## src/hw/adc_step_sel_pkg.sv

```systemverilog
// Constants and helpers for the sequence step input selection block
`default_nettype none
package adc_step_sel_pkg;

  // ----------------------------------------------------------------
  // Register map
  // ----------------------------------------------------------------
  localparam logic [11:0] SEL_OFFSET    = 12'h040;
  localparam logic [11:0] STATUS_OFFSET = 12'h04C;

  // ----------------------------------------------------------------
  // Field layout of the selection register
  // ----------------------------------------------------------------
  localparam int          NUM_STEPS    = 8;
  localparam int          FIELD_W      = 3;
  localparam int          FIELD_STRIDE = 4;
  localparam logic [31:0] WRITE_MASK   = 32'h7777_7777;
  localparam logic [31:0] SEL_RESET    = 32'h0000_0000;

  // ----------------------------------------------------------------
  // Field layout of the status register
  // ----------------------------------------------------------------
  localparam int STAT_ACTIVE_BIT = 0;
  localparam int STAT_STEP_LSB   = 4;
  localparam int STAT_INPUT_LSB  = 8;

  typedef logic [FIELD_W-1:0] field_type;

  // Picks the input number of one step out of the selection word
  function automatic field_type step_field(input logic [31:0] word,
                                           input logic [2:0]  step);
    step_field = word[step*FIELD_STRIDE +: FIELD_W];
  endfunction

endpackage
`default_nettype wire

```

## src/hw/step_sel_if.sv

```systemverilog
// Bundle between the register side and the step decoder
`default_nettype none
interface step_sel_if;
  logic [31:0] sel_word;
  logic [2:0]  step_index;
  logic [2:0]  field;

  modport regs (output sel_word, output step_index, input field);
  modport dec  (input sel_word, input step_index, output field);
endinterface
`default_nettype wire

```

## src/hw/adc_sequence_input_select.sv

```systemverilog
// APB register and input routing for an eight-step sample sequencer
// ----------------------------------------------------------------
// ----------------------------------------------------------------
`default_nettype none
module adc_sequence_input_select #(
  parameter int ADDR_W = 12
) (
  // Clock and reset
  input  wire logic                        pclk,
  input  wire logic                        presetn,
  // APB slave
  input  wire logic                        psel,
  input  wire logic                        penable,
  input  wire logic                        pwrite,
  input  wire logic [ADDR_W-1:0]           paddr,
  input  wire logic [31:0]                 pwdata,
  input  wire logic [3:0]                  pstrb,
  output var  logic [31:0]                 prdata,
  output var  logic                        pready,
  output var  logic                        pslverr,
  // Sequencer step
  input  wire logic                        step_valid,
  input  wire logic [2:0]                  step_index,
  // Converter input multiplexer
  output var  adc_step_sel_pkg::field_type input_select,
  output var  logic                        select_valid
);
  import adc_step_sel_pkg::*;

  // ----------------------------------------------------------------
  // Parameter check
  // ----------------------------------------------------------------
  if (ADDR_W < 8 || ADDR_W > 32) begin : g_bad_addr
    $error("ADDR_W must lie between 8 and 32");
  end

  localparam logic [ADDR_W-1:0] SEL_ADDR  = ADDR_W'(SEL_OFFSET);
  localparam logic [ADDR_W-1:0] STAT_ADDR = ADDR_W'(STATUS_OFFSET);

  logic [31:0] sel_q;
  logic [31:0] sel_d;
  logic [31:0] prdata_q;
  logic [31:0] prdata_d;
  field_type   input_select_q;
  field_type   input_select_d;
  logic        select_valid_q;
  logic        select_valid_d;
  logic [2:0]  step_q;
  logic [2:0]  step_d;

  logic        setup;
  logic        access;
  logic        hit_sel;
  logic        hit_stat;
  logic [31:0] lane_mask;
  logic [31:0] wr_mask;
  logic [31:0] status_word;

  step_sel_if sel_bus ();

  step_field_decoder u_decoder (
    .sel (sel_bus.dec)
  );

  assign sel_bus.sel_word   = sel_q;
  assign sel_bus.step_index = step_index;

  // ----------------------------------------------------------------
  // APB decode
  // ----------------------------------------------------------------
  assign setup    = psel && !penable;
  assign access   = psel && penable;
  assign hit_sel  = paddr == SEL_ADDR;
  assign hit_stat = paddr == STAT_ADDR;

  for (genvar b = 0; b < 4; b++) begin : g_lane
    assign lane_mask[b*8 +: 8] = {8{pstrb[b]}};
  end

  assign wr_mask = lane_mask & WRITE_MASK;

  always_comb begin
    status_word = 32'h0000_0000;
    status_word[STAT_ACTIVE_BIT] = select_valid_q;
    status_word[STAT_STEP_LSB +: 3] = step_q;
    status_word[STAT_INPUT_LSB +: FIELD_W] = input_select_q;
  end

  assign pready  = 1'b1;
  assign pslverr = access && !hit_sel && !hit_stat;
  assign prdata  = prdata_q;

  // ----------------------------------------------------------------
  // Register file
  // ----------------------------------------------------------------
  always_comb begin
    sel_d    = sel_q;
    prdata_d = prdata_q;
    if (access && pwrite && hit_sel) begin
      sel_d = (sel_q & ~wr_mask) | (pwdata & wr_mask);
    end
    if (setup && !pwrite) begin
      if (hit_sel) begin
        prdata_d = sel_q & WRITE_MASK;
      end else if (hit_stat) begin
        prdata_d = status_word;
      end else begin
        prdata_d = 32'h0000_0000;
      end
    end
  end

  always_ff @(posedge pclk or negedge presetn) begin
    if (!presetn) begin
      sel_q    <= SEL_RESET;
      prdata_q <= 32'h0000_0000;
    end else begin
      sel_q    <= sel_d;
      prdata_q <= prdata_d;
    end
  end

  // ----------------------------------------------------------------
  // Input routing to the multiplexer
  // ----------------------------------------------------------------
  always_comb begin
    input_select_d = input_select_q;
    select_valid_d = step_valid;
    step_d         = step_q;
    if (step_valid) begin
      input_select_d = sel_bus.field;
      step_d         = step_index;
    end
  end

  always_ff @(posedge pclk or negedge presetn) begin
    if (!presetn) begin
      input_select_q <= '0;
      select_valid_q <= 1'b0;
      step_q         <= 3'h0;
    end else begin
      input_select_q <= input_select_d;
      select_valid_q <= select_valid_d;
      step_q         <= step_d;
    end
  end

  assign input_select = input_select_q;
  assign select_valid = select_valid_q;

  // ----------------------------------------------------------------
  // Assertions
  // ----------------------------------------------------------------
  step1_route_a: assert property (@(posedge pclk) disable iff (!presetn)
    step_valid && step_index == 3'h0 |=>
      input_select_q == step_field($past(sel_q), 3'h0) && select_valid_q)
    else $error("step one routed the wrong input");

  step2_route_a: assert property (@(posedge pclk) disable iff (!presetn)
    step_valid && step_index == 3'h1 |=>
      input_select_q == $past(sel_q[6:4]))
    else $error("step two routed the wrong input");

  step3_route_a: assert property (@(posedge pclk) disable iff (!presetn)
    step_valid && step_index == 3'h2 |=>
      input_select_q == $past(sel_q[10:8]))
    else $error("step three routed the wrong input");

  step4_route_a: assert property (@(posedge pclk) disable iff (!presetn)
    step_valid && step_index == 3'h3 |=>
      input_select_q == $past(sel_q[14:12]))
    else $error("step four routed the wrong input");

  step5_route_a: assert property (@(posedge pclk) disable iff (!presetn)
    step_valid && step_index == 3'h4 |=>
      input_select_q == $past(sel_q[18:16]))
    else $error("step five routed the wrong input");

  step6_route_a: assert property (@(posedge pclk) disable iff (!presetn)
    step_valid && step_index == 3'h5 |=>
      input_select_q == $past(sel_q[22:20]))
    else $error("step six routed the wrong input");

  step7_route_a: assert property (@(posedge pclk) disable iff (!presetn)
    step_valid && step_index == 3'h6 |=>
      input_select_q == $past(sel_q[26:24]))
    else $error("step seven routed the wrong input");

  step8_route_a: assert property (@(posedge pclk) disable iff (!presetn)
    step_valid && step_index == 3'h7 |=>
      input_select_q == $past(sel_q[30:28]))
    else $error("step eight routed the wrong input");

  fields_reset_a: assert property (@(posedge pclk)
    !presetn |-> sel_q == SEL_RESET && input_select_q == '0)
    else $error("selection fields not zero in reset");

  reserved_store_a: assert property (@(posedge pclk) disable iff (!presetn)
    (sel_q & ~WRITE_MASK) == 32'h0000_0000)
    else $error("reserved bit stored a value");

  reserved_read_a: assert property (@(posedge pclk) disable iff (!presetn)
    setup && !pwrite && hit_sel |=>
      prdata_q == $past(sel_q) && (prdata_q & ~WRITE_MASK) == 32'h0)
    else $error("read data of selection register wrong");

  write_lands_a: assert property (@(posedge pclk) disable iff (!presetn)
    access && pwrite && hit_sel && pstrb == 4'hF |=>
      sel_q == ($past(pwdata) & WRITE_MASK))
    else $error("full write did not land masked");

  hold_idle_a: assert property (@(posedge pclk) disable iff (!presetn)
    !step_valid |=> $stable(input_select_q) && !select_valid_q)
    else $error("input select moved outside a step");

  step1_seen_c: cover property (@(posedge pclk) disable iff (!presetn)
    step_valid && step_index == 3'h0);
  step8_seen_c: cover property (@(posedge pclk) disable iff (!presetn)
    step_valid && step_index == 3'h7 ##1 step_valid && step_index == 3'h0);
  write_seen_c: cover property (@(posedge pclk) disable iff (!presetn)
    access && pwrite && hit_sel);
  error_seen_c: cover property (@(posedge pclk) disable iff (!presetn)
    pslverr);

endmodule
`default_nettype wire

```

## src/hw/step_field_decoder.sv

```systemverilog
// Step decoder: selects the input number field of the running step
`default_nettype none
module step_field_decoder (
  step_sel_if.dec sel
);
  import adc_step_sel_pkg::*;

  logic [FIELD_W-1:0] fields [NUM_STEPS];

  // ----------------------------------------------------------------
  // One field per step, stride of four bits
  // ----------------------------------------------------------------
  for (genvar i = 0; i < NUM_STEPS; i++) begin : g_field
    assign fields[i] = sel.sel_word[i*FIELD_STRIDE +: FIELD_W];
  end

  assign sel.field = fields[sel.step_index];
endmodule
`default_nettype wire

```

## config.mk

```make
export PLATFORM = sky130hd
export DESIGN_NAME = adc_sequence_input_select
export DESIGN_NICKNAME = d
export VERILOG_FILES = /design/src/hw/adc_step_sel_pkg.sv /design/src/hw/step_sel_if.sv /design/src/hw/adc_sequence_input_select.sv /design/src/hw/step_field_decoder.sv
export SDC_FILE = /design/constraint.sdc
export NUM_CORES = 1
export LEC_CHECK = 0
export ABC_AREA = 1
export BUFFER_PORTS_ARGS = -buffer_cell sky130_fd_sc_hd__buf_2
export CORE_ASPECT_RATIO = 1.4
export CORE_UTILIZATION = 45
export CTS_BUF_LIST = sky130_fd_sc_hd__clkbuf_16
export DETAILED_ROUTE_END_ITERATION = 8
export PLACE_DENSITY = 0.73
export SLEW_MARGIN = 0
export SYNTH_ARGS = -nofsm -noshare
export SYNTH_HDL_FRONTEND = slang
export SYNTH_SLANG_ARGS = --single-unit
export TNS_END_PERCENT = 10
```

## constraint.sdc

```tcl
create_clock -name pclk -period 0.8 [get_ports pclk]
set_input_delay 0.08 -clock pclk [delete_from_list [all_inputs] [get_ports pclk]]
set_output_delay 0.08 -clock pclk [all_outputs]
set_load 0.03 [all_outputs]
```

### Word-level counts from Yosys, hierarchy flattened

Cells that the tools add are included.

| word-level totals | value |
|---|---|
| register bits | 71 |
| input bits | 57 |

| operators by class | value |
|---|---|
| magnitude comparators | 1 |
| equal/unequal tests | 2 |
| mux-type cells | 5 |
| bitwise operators | 5 |
| reductions and logical operators | 11 |

Operators with widths:

| kind | number |
|---|---|
| $and 32x31->32 | 1 |
| $and 32x32->32 | 1 |
| $not 31->32 | 1 |
| $or 32x32->32 | 1 |
| $mux 31 | 1 |
| $eq 12x7->1 const B | 2 |
| $mux 11 | 1 |
| $bmux 3 s3 | 1 |
| $logic_and 1x1->1 | 7 |
| $mux 3 | 2 |
| $ge 4x4->1 const B | 1 |
| $logic_not 1->1 | 4 |
| $not 3->4 | 1 |

### Logic depth before layout (Yosys ltp)

Gate-level depths: netlist of run 1.

| depth | value |
|---|---|
| word-level depth | 4 |
| gate-level depth with buffers | 9 |
| mapped depth without buffers | 8 |

### Modules after synthesis

Synthesis of run 1 repeated with hierarchy kept, for this count alone.

| unflattened totals | value |
|---|---|
| cells, all modules | 367 |
| area, all modules | 2,844.0 um^2 |

Modules (own cells, without submodules):

| module | times used | cells each | area an instance (um^2) | sequential area each (um^2) |
|---|---|---|---|---|
| adc_sequence_input_select | 1 | 287 | 2,508.7 | 1,376.3 |
| step_field_decoder | 1 | 80 | 335.3 | 0.0 |

### Worst setup path before layout of run 1

OpenSTA, ideal clock, no wires.

| timing | value |
|---|---|
| kind | input to output |
| start point | input paddr[3] |
| end point | output pslverr |
| data arrival time | 1.045 ns |
| slack | -0.325 ns |
| stages on the path | 6 |
| buffers on the path | 0 |
| cells stage by stage | inv_1 > nand2_1 > nor2_2 > nand2_1 > nor2_4 > nor3_1 |

| on the way | value |
|---|---|
| cells in the longest elaborated chain, start to end | 4 |
| elaborated cells between the ends (all ways) | 6 |
| those cells by class | eq/ne: 2; reduce/logical: 4 |

Ends and longest elaborated chain:

| element | line | RTL |
|---|---|---|
| start: declaration | adc_sequence_input_select.sv:15 | `input wire logic [ADDR_W-1:0] paddr,` |
| $eq 12x7->1 | adc_sequence_input_select.sv:73 | `assign hit_sel = paddr == SEL_ADDR;` |
| $logic_not 1->1 | adc_sequence_input_select.sv:90 | `assign pslverr = access && !hit_sel && !hit_stat;` |
| $logic_and 1x1->1 | adc_sequence_input_select.sv:90 |  |
| $logic_and 1x1->1 * | adc_sequence_input_select.sv:90 |  |
| end: declaration | adc_sequence_input_select.sv:20 | `output var logic pslverr,` |

Mark *: on every way between the ends. The rest lies on a longest branch, timed or not.

==> results.py, run 1 <==
metrics = {
    "clock_network": {
        "worstSkewPairLatency_ns": 0.29,
        "clk_pin_slew_ns": 0.07,
        "numCtsBuffers": 5,
        "clk_path_buf_depth": 2,
        "ctsRootBufferMaster": "clkbuf_16",
        "clock_sinks": 55,
        "cts_tree": "built",
        "cts_max_level": 2,
    },
    "synth": {
        "ys.flop_type": "dfrtp_1",
        "synth_common_cells": "nand2_1 (148), dfrtp_1 (55), nand3_1 (37), nand4_1 (25), nor2_1 (19)",
        "synth_cells": 347,
        "synth_area_per_cell_um2": 7.97,
        "synth_edf_count": 0,
        "synthArstFlopShare_pct": 100,
        "syn_area_um2": 2770,
        "yosysMostFrequentCell": "nand2_1",
        "yosysSeqAreaShare_pct": 49.8,
        "ys_top_cells_by_area": "dfrtp_1 (50%), nand2_1 (20%), nand3_1 (6.7%)",
        "synth_top_area_cell": "dfrtp_1",
        "synth_seq_cells": 55,
        "synth_top_area_share_pct": 49.8,
        "ys_types": 20,
        "ys.warnings.count": 0,
    },
    "run": {
        "cap_violations": 0,
    },
    "floorplan": {
        "start_util_pct": 46.9,
        "die_area_um2": 6470,
        "core_um2": 5900,
        "fp-row-count": 33,
        "io_pins": 95,
        "die_w_um": 68.3,
        "fp.dieH_um": 94.8,
    },
    "status": {
        "outcome": "finished with violations",
        "violations": "setup timing",
    },
    "pwr": {
        "seqPwrFrac_pct": 49.8,
        "p_per_area_nw_per_um2": 1400,
        "p_int_mw": 4.26,
        "p_sw_share_pct": 25.2,
        "power_mw": 5.70,
        "p_sw_mw": 1.44,
        "pwr-share-comb_pct": 13.2,
        "peakVddDrop_mv": 0.804,
        "p_leak_nw": 2.29,
        "p_clk_share_pct": 37.0,
    },
    "cells_and_area": {
        "stdcell_count": 535,
        "areaGrowthSynthToFinish_pct": 47.2,
        "drive_gt1_share_pct": 35.9,
        "fin_area_um2": 4070,
        "final_core_util_pct": 69.0,
        "final_nets": 521,
        "n_antenna_cell": 0,
    },
    "detailed_routing": {
        "ant_nets": 0,
        "routedWlPerCell_um": 14.9,
        "drt_pass1_iterations": 5,
        "viasPerCell": 5.29,
        "drc": 0,
        "wirelength_um": 7960,
        "drt-initial-drc-count": 220,
        "vias": 2831,
    },
    "critical_path": {
        "worst_path_max_delay_cell": "dfrtp_1",
        "arrival_ns": 1.18,
        "timing.critical_path.buf_inv": 0,
        "cp-start-kind": "register",
        "cp_max_fo": 3,
        "critPathMaxStageDelay_ns": 0.43,
        "crit_family": "flip-flops",
        "worstSetupEndpointType": "register",
        "critical_path.cell_chain": "o21ai_1 -> o21ai_1 -> nand2_1 -> nand3_1",
        "cpMostUsedCell": "o21ai_1",
        "crit_type": "register to register",
        "worst_ep_required_time_ns": 0.97,
    },
    "placement": {
        "placed_cell_area_um2": 3500,
        "numPortBuffers": 77,
        "dp_hpwl_um": 5320,
        "dp_cells": 518,
        "preCtsSetupSlack_ns": -0.387,
        "gp_congestion": 0.875,
    },
    "sta": {
        "timing.hold.ws_ns": 0.0350,
        "layout_setup_ws_ns": -0.212,
        "min_period_over_period_pct": 127,
        "slew_viol_final": 0,
        "finClkSkew_ns": 0.00535,
        "max_freq_ghz": 0.988,
        "tns_ns": -8.32,
        "min_period_ns": 1.01,
        "rsz0062_at_grt": "true",
        "hold_violations": 0,
        "setup_viol_count_final": 80,
    },
    "grt": {
        "grt_usage_pct": 25.3,
        "grtUsageMet1_pct": 30.1,
        "gr-total-overflow": 0,
        "grt_pass1_wl_um": 12200,
        "top_usage_layer": "met2",
        "grt_pass1_vias": 2624,
        "met3_usage_pct": 4.59,
        "grt_max_degree": 56,
        "antenna_found_initial": 0,
        "met2_usage_pct": 43.8,
    },
    "hold_path": {
        "min_path_type": "input port to register",
    },
}
cells in the final DEF, fill, tap and decap left out, drive strengths merged:
master       synthesis  routed
dlygate4sd3          0       2
nand2              149     149
buf                 22     124
nand3               37      37
dfrtp               55      55
o21ai               10      10
clkinv               0       2
nand4               28      28
nor3                 2       2
inv                 15      16
o211ai               3       3
conb                 2       9
nor2                22      22
clkbuf               2       6
final timing paths:
kind,slack [ns],start,depth (start not counted),endpoint
worst max-delay path,-0.21,register,4,input_select[1]
worst min-delay path,0.03,pwdata[20],3,register
worst max register to register,-0.21,register,4,input_select[1]
worst min register to register,0.48,step_q[1],2,step_q[1]
max in group asynchronous,0.20,presetn,3,select_valid
min in group asynchronous,0.33,presetn,3,asynchronous set/reset pin
per-layer routing:
metal  vias to the layer above  part of all wire (%)
li1                       1348                     -
met1                      1336                    40
met2                       129                    53
met3                        18                   5.1
met4                         0                   2.3
met5                         -                     0
repair_timing:
item / 4_1_cts / 5_1_grt
hold buffers: 2 / 0
resized for setup: 85 / 18
cloned: 0 / 1
setup buffers: 5 / 1
endpoints found under the setup margin: 58 / 80
hold endpoints to repair: 56 / 0
pin swaps: 11 / 13
final cells by class:
| type | instances | area (µm²) |
|---|---|---|
| fillers | 460 | 1830 |
| well taps | 70 | 87.6 |
| repair buffers | 127 | 1100 |
| inverters | 15 | 68.8 |
| flip-flops and latches | 55 | 1380 |
| clock buffers | 5 | 125 |
| multi-input cells | 260 | 1300 |
| clock inverters | 3 | 16.3 |
power by group through the flow:
stage,sequential [mW],combinational (mW),clock (mW)
3_5_place_dp,2.89,0.617,0
6_report,2.84,0.755,2.11
4_1_cts,2.84,0.722,2.15
3_3_place_gp,2.89,0.601,0
5_1_grt,2.84,0.812,2.24
2_1_floorplan,2.92,0.276,0
worst register-to-register path: cells and delay by family, from the launching register on:
kind | cells | cell delay [ns]
simple gates | 2 | 0.14
flops | 1 | 0.43
compound gates | 2 | 0.33
cell families after synthesis:
group                  Yosys count  synth area share, %
and+or+nand+nor                238                 39.3
other                            2                0.271
AOI/OAI and AO/OA               13                 2.62
DFF                             55                 49.8
buffers and inverters           39                 8.10
Power figures use the tool's default switching activity.
==> run 2: changes to the inputs <==
--- a/config.mk
+++ b/config.mk
@@ -12,6 +12,7 @@
 export CTS_BUF_LIST = sky130_fd_sc_hd__clkbuf_16
 export DETAILED_ROUTE_END_ITERATION = 8
 export PLACE_DENSITY = 0.73
+export SKIP_CTS_REPAIR_TIMING = 1
 export SLEW_MARGIN = 0
 export SYNTH_ARGS = -nofsm -noshare
 export SYNTH_HDL_FRONTEND = slang
==> run 2 against run 1 <==
Effect of this change:
- the flow still finishes with violations (setup timing)
- sequential share of layout area rose by 2.4 points
- final area is 6.6% lower
- critical path depth increased by 5
- combinational power is 8.6% lower
- final cell count fell by 0.93%
- first-iteration DRC count is 11% lower
- via count decreased by 4.3%
==> results.py, run 2 (synthesis results as in run 1) <==
metrics = {
    "status": {
        "outcome": "finished with violations",
        "violations": "setup timing",
    },
    "sta": {
        "timing.hold.ws_ns": 0.0316,
        "min_period_ns": 0.974,
        "tns_ns": -6.78,
        "max_freq_ghz": 1.03,
        "min_period_over_period_pct": 122,
        "finClkSkew_ns": 0.00500,
        "slew_viol_final": 0,
        "setup_viol_count_final": 64,
        "layout_setup_ws_ns": -0.174,
        "hold_violations": 0,
        "rsz0062_at_grt": "true",
    },
    "floorplan": {
        "start_util_pct": 46.9,
        "core_um2": 5900,
        "fp-row-count": 33,
        "die_area_um2": 6470,
        "die_w_um": 68.3,
        "fp.dieH_um": 94.8,
        "io_pins": 95,
    },
    "pwr": {
        "pwr-share-comb_pct": 12.2,
        "p_per_area_nw_per_um2": 1480,
        "p_clk_share_pct": 37.4,
        "power_mw": 5.64,
        "p_sw_mw": 1.42,
        "peakVddDrop_mv": 0.801,
        "p_leak_nw": 2.21,
        "seqPwrFrac_pct": 50.4,
        "p_sw_share_pct": 25.1,
        "p_int_mw": 4.22,
    },
    "grt": {
        "top_usage_layer": "met2",
        "met3_usage_pct": 3.86,
        "gr-total-overflow": 0,
        "grtUsageMet1_pct": 28.9,
        "met2_usage_pct": 39.1,
        "grt_usage_pct": 23.2,
        "grt_pass1_vias": 2454,
        "grt_max_degree": 56,
        "grt_pass1_wl_um": 11200,
        "antenna_found_initial": 0,
    },
    "clock_network": {
        "clk_pin_slew_ns": 0.07,
        "clk_path_buf_depth": 2,
        "ctsRootBufferMaster": "clkbuf_16",
        "cts_tree": "built",
        "numCtsBuffers": 5,
        "clock_sinks": 55,
        "cts_max_level": 2,
        "worstSkewPairLatency_ns": 0.29,
    },
    "cells_and_area": {
        "stdcell_count": 530,
        "drive_gt1_share_pct": 33.9,
        "fillCellCount": 506,
        "areaGrowthSynthToFinish_pct": 37.4,
        "n_antenna_cell": 0,
        "fin_area_um2": 3800,
        "final_core_util_pct": 64.4,
        "final_common_cell": "nand2_1",
        "layout_common_cells": "nand2_1 (144), buf_2 (66), dfrtp_1 (55)",
        "final_nets": 516,
    },
    "detailed_routing": {
        "drc": 0,
        "drt_pass1_iterations": 4,
        "ant_nets": 0,
        "vias": 2708,
        "viasPerCell": 5.11,
        "drt-initial-drc-count": 196,
        "wirelength_um": 7260,
        "routedWlPerCell_um": 13.7,
    },
    "placement": {
        "dp_cells": 518,
        "numPortBuffers": 77,
        "gp_congestion": 0.875,
        "preCtsSetupSlack_ns": -0.387,
        "dp_hpwl_um": 5320,
        "placed_cell_area_um2": 3500,
    },
    "critical_path": {
        "crit_type": "input port to primary output",
        "cp_max_fo": 2,
        "worst_ep_required_time_ns": 0.72,
        "worstSetupEndpointType": "primary output",
        "cp-start-kind": "input port",
        "arrival_ns": 0.89,
    },
    "run": {
        "cap_violations": 0,
    },
    "hold_path": {
        "min_path_type": "input port to register",
    },
}
[run 2: changes by cell type in the layout (fill, tap and decap cells not counted), moves of 2 or more]
cell | before | now
buf_2 | 37 | 66
buf_4 | 41 | 38
buf_6 | 41 | 11
nand2_1 | 137 | 144
nand2_2 | 10 | 4
nor2_4 | 5 | 3
[run 2: worst paths after layout]
path	startpoint	endpoint	slack, ns	cells past startpoint
max in group asynchronous	presetn	select_valid	0.22	3
min in group asynchronous	presetn	asynchronous set/reset pin	0.31	3
hold / removal	pwdata[20]	register	0.03	3
hold reg to reg	prdata[13]	prdata[13]	0.47	2
setup reg to reg	register	input_select[1]	-0.16	6
setup / recovery	paddr[2]	pslverr	-0.17	9
[run 2: critical path, cell delays in order]
cell	delay, ns
buf_6	0.09
inv_2	0.04
nand2_2	0.06
nor2_4	0.12
nand2_2	0.07
nor2_4	0.14
buf_6	0.12
nor3_4	0.04
buf_6	0.13
[run 2: power groups by stage]
stage / Sequential (mW) / Combinational, mW / Clock (mW)
4_1_cts: 2.84 / 0.620 / 2.15
3_5_place_dp: 2.89 / 0.617 / 0
3_3_place_gp: 2.89 / 0.601 / 0
5_1_grt: 2.84 / 0.753 / 2.25
6_report: 2.84 / 0.690 / 2.11
2_1_floorplan: 2.92 / 0.276 / 0
[run 2: final cells by class]
type | instances | area, µm² | area share [%]
flip-flops and latches | 55 | 1380 | 36.2
multi-input cells | 260 | 1270 | 33.3
inverters | 15 | 68.8 | 1.81
repair buffers | 122 | 860 | 22.6
clock inverters | 3 | 16.3 | 0.428
well taps | 70 | 87.6 | 2.30
clock buffers | 5 | 125 | 3.29
[run 2: routing by layer]
layer | wire (µm) | part of all wire, %
met5 | 0 | 0
met4 | 173 | 2.4
met2 | 3740 | 52
met1 | 3050 | 42
met3 | 295 | 4.1
==> run 3: changes to the inputs <==
--- a/config.mk
+++ b/config.mk
@@ -6,7 +6,7 @@
 export NUM_CORES = 1
 export LEC_CHECK = 0
 export ABC_AREA = 1
-export BUFFER_PORTS_ARGS = -buffer_cell sky130_fd_sc_hd__buf_2
+export BUFFER_PORTS_ARGS = -buffer_cell sky130_fd_sc_hd__buf_4
 export CORE_ASPECT_RATIO = 1.4
 export CORE_UTILIZATION = 45
 export CTS_BUF_LIST = sky130_fd_sc_hd__clkbuf_16
==> run 3 against run 2 <==
Effect of this change:
- largest cell class unchanged
- the flow still finishes with violations (setup timing)
- maximum frequency shrank 2.8%
- clock power grew 14%
- global-route usage grew 0.31 points
- sequential power is essentially flat
- combinational power grew 12%
- sequential cell count is the same
- final cell count grew 0.75%
- setup slack lost 0.028 ns
- routed wire length grew 9.5%
- highest routed layer unchanged
- power grew 6.6%
- final area grew 11%
- count of clock-buffer cells in the layout is the same
- critical path type unchanged
==> results.py, run 3 (synthesis results as in run 1) <==
metrics = {
    "pwr": {
        "p_leak_nw": 2.31,
        "power_mw": 6.01,
        "p_clk_share_pct": 39.9,
        "peakVddDrop_mv": 0.997,
        "p_sw_share_pct": 23.6,
        "p_per_area_nw_per_um2": 1430,
        "pwr-share-comb_pct": 12.8,
        "seqPwrFrac_pct": 47.3,
        "p_int_mw": 4.60,
        "p_sw_mw": 1.42,
    },
    "status": {
        "violations": "setup timing",
        "outcome": "finished with violations",
    },
    "floorplan": {
        "fp.dieH_um": 94.8,
        "fp-row-count": 33,
        "core_um2": 5900,
        "start_util_pct": 46.9,
        "die_area_um2": 6470,
        "die_w_um": 68.3,
        "io_pins": 95,
    },
    "detailed_routing": {
        "vias": 2758,
        "wl_met2_um": 4110,
        "drt_pass1_iterations": 5,
        "routedWlPerCell_um": 14.9,
        "drc": 0,
        "drt-initial-drc-count": 243,
        "wirelength_um": 7950,
        "met1_length_um": 3260,
        "viasPerCell": 5.16,
        "met3_length_um": 374,
        "ant_nets": 0,
        "top_layer_used": "met4",
    },
    "critical_path": {
        "cp_max_fo": 2,
        "worstSetupEndpointType": "primary output",
        "reg2reg_depth": 6,
        "arrival_ns": 0.92,
        "critPathLaunch": "paddr[1]",
        "worst_ep_required_time_ns": 0.72,
        "crit_type": "input port to primary output",
        "cp-start-kind": "input port",
    },
    "sta": {
        "tns_ns": -6.72,
        "min_period_over_period_pct": 125,
        "setup_viol_count_final": 73,
        "finClkSkew_ns": 0.00537,
        "slew_viol_final": 0,
        "hold_violations": 0,
        "rsz0062_at_grt": "true",
        "layout_setup_ws_ns": -0.202,
        "max_freq_ghz": 0.998,
        "min_period_ns": 1.00,
    },
    "placement": {
        "dp_cells": 514,
        "gp_congestion": 0.872,
        "numPortBuffers": 77,
        "dp_hpwl_um": 5300,
    },
    "cells_and_area": {
        "stdcell_count": 534,
        "n_antenna_cell": 0,
        "drive_gt1_share_pct": 36.4,
        "final_common_cell": "nand2_1",
        "seqCellArea_um2": 1380,
        "multi_input_area_um2": 1300,
        "areaGrowthSynthToFinish_pct": 52.1,
        "final_nets": 521,
        "layout_common_cells": "nand2_1 (144), buf_4 (81), dfrtp_1 (54)",
        "fillCellCount": 464,
    },
    "grt": {
        "grt_pass1_vias": 2493,
        "gr-total-overflow": 0,
        "antenna_found_initial": 0,
        "grt_pass1_wl_um": 11400,
        "grt_usage_pct": 23.5,
        "grt_max_degree": 42,
    },
    "clock_network": {
        "numCtsBuffers": 5,
        "clk_pin_slew_ns": 0.07,
        "clock_sinks": 55,
        "cts_tree": "built",
        "worstSkewPairLatency_ns": 0.29,
        "cts_max_level": 2,
        "ctsRootBufferMaster": "clkbuf_16",
        "clk_path_buf_depth": 2,
    },
    "run": {
        "cap_violations": 0,
    },
    "hold_path": {
        "hold_start": "pwdata[21]",
        "hold_depth": 3,
        "min_path_type": "input port to register",
    },
}
-- run 3: cell types whose count changed in the layout (fill, tap and decap cells not counted), moves of 6 or more --
cell | before | now
nand3_1 | 34 | 28
buf_4 | 38 | 81
buf_6 | 11 | 35
buf_2 | 66 | 0
nand3_2 | 3 | 9
-- run 3: worst paths after layout --
path | slack [ns] | to
min in group asynchronous | 0.30 | prdata[0]
worst max register to register | -0.16 | input_select[2]
worst min register to register | 0.48 | step_q[1]
worst max-delay path | -0.20 | pslverr
worst min-delay path | 0.02 | register
max in group asynchronous | 0.29 | asynchronous set/reset pin
-- run 3: layer usage --
layer	vias up	global-route usage, %
li1	1349	-
met1	1299	30.3
met2	95	37.5
met3	15	3.86
met4	0	11.3
met5	-	0
-- run 3: critical path, cell delays in order --
cell	delay, ns
buf_4	0.14
inv_8	0.04
nand2_2	0.05
nor2_4	0.11
nand2_2	0.08
nor2_4	0.13
buf_6	0.11
nor3_4	0.04
buf_6	0.13
-- run 3: final cells by class --
class                           count  area share, %
Sequential cell                    55           32.7
Tap cell                           70           2.08
Inverter                           15           1.73
Timing Repair Buffer              127           28.7
Clock inverter                      2          0.803
Multi-Input combinational cell    260           31.0
Clock buffer                        5           2.97
-- run 3: per-stage QoR --
stage	instance area [µm²]	util (%)	hold WS, ns	setup slack [ns]
2_1_floorplan	2830	-	-0.216	-0.0841
3_3_place_gp	3680	62.3	0.0396	-0.346
3_5_place_dp	3680	62.3	0.0489	-0.392
4_1_cts	3840	65.0	-0.261	-0.282
5_1_grt	4210	71.2	0.0336	-0.241
6_report	4210	71.2	0.0196	-0.202
-- run 3: power groups by stage --
stage | Clock (mW) | Sequential [mW] | Combinational, mW
after global routing | 2.54 | 2.84 | 0.832
after global placement | 0 | 2.89 | 0.676
after floorplan | 0 | 2.92 | 0.276
after CTS | 2.41 | 2.84 | 0.693
after detailed placement | 0 | 2.89 | 0.691
final | 2.40 | 2.84 | 0.771
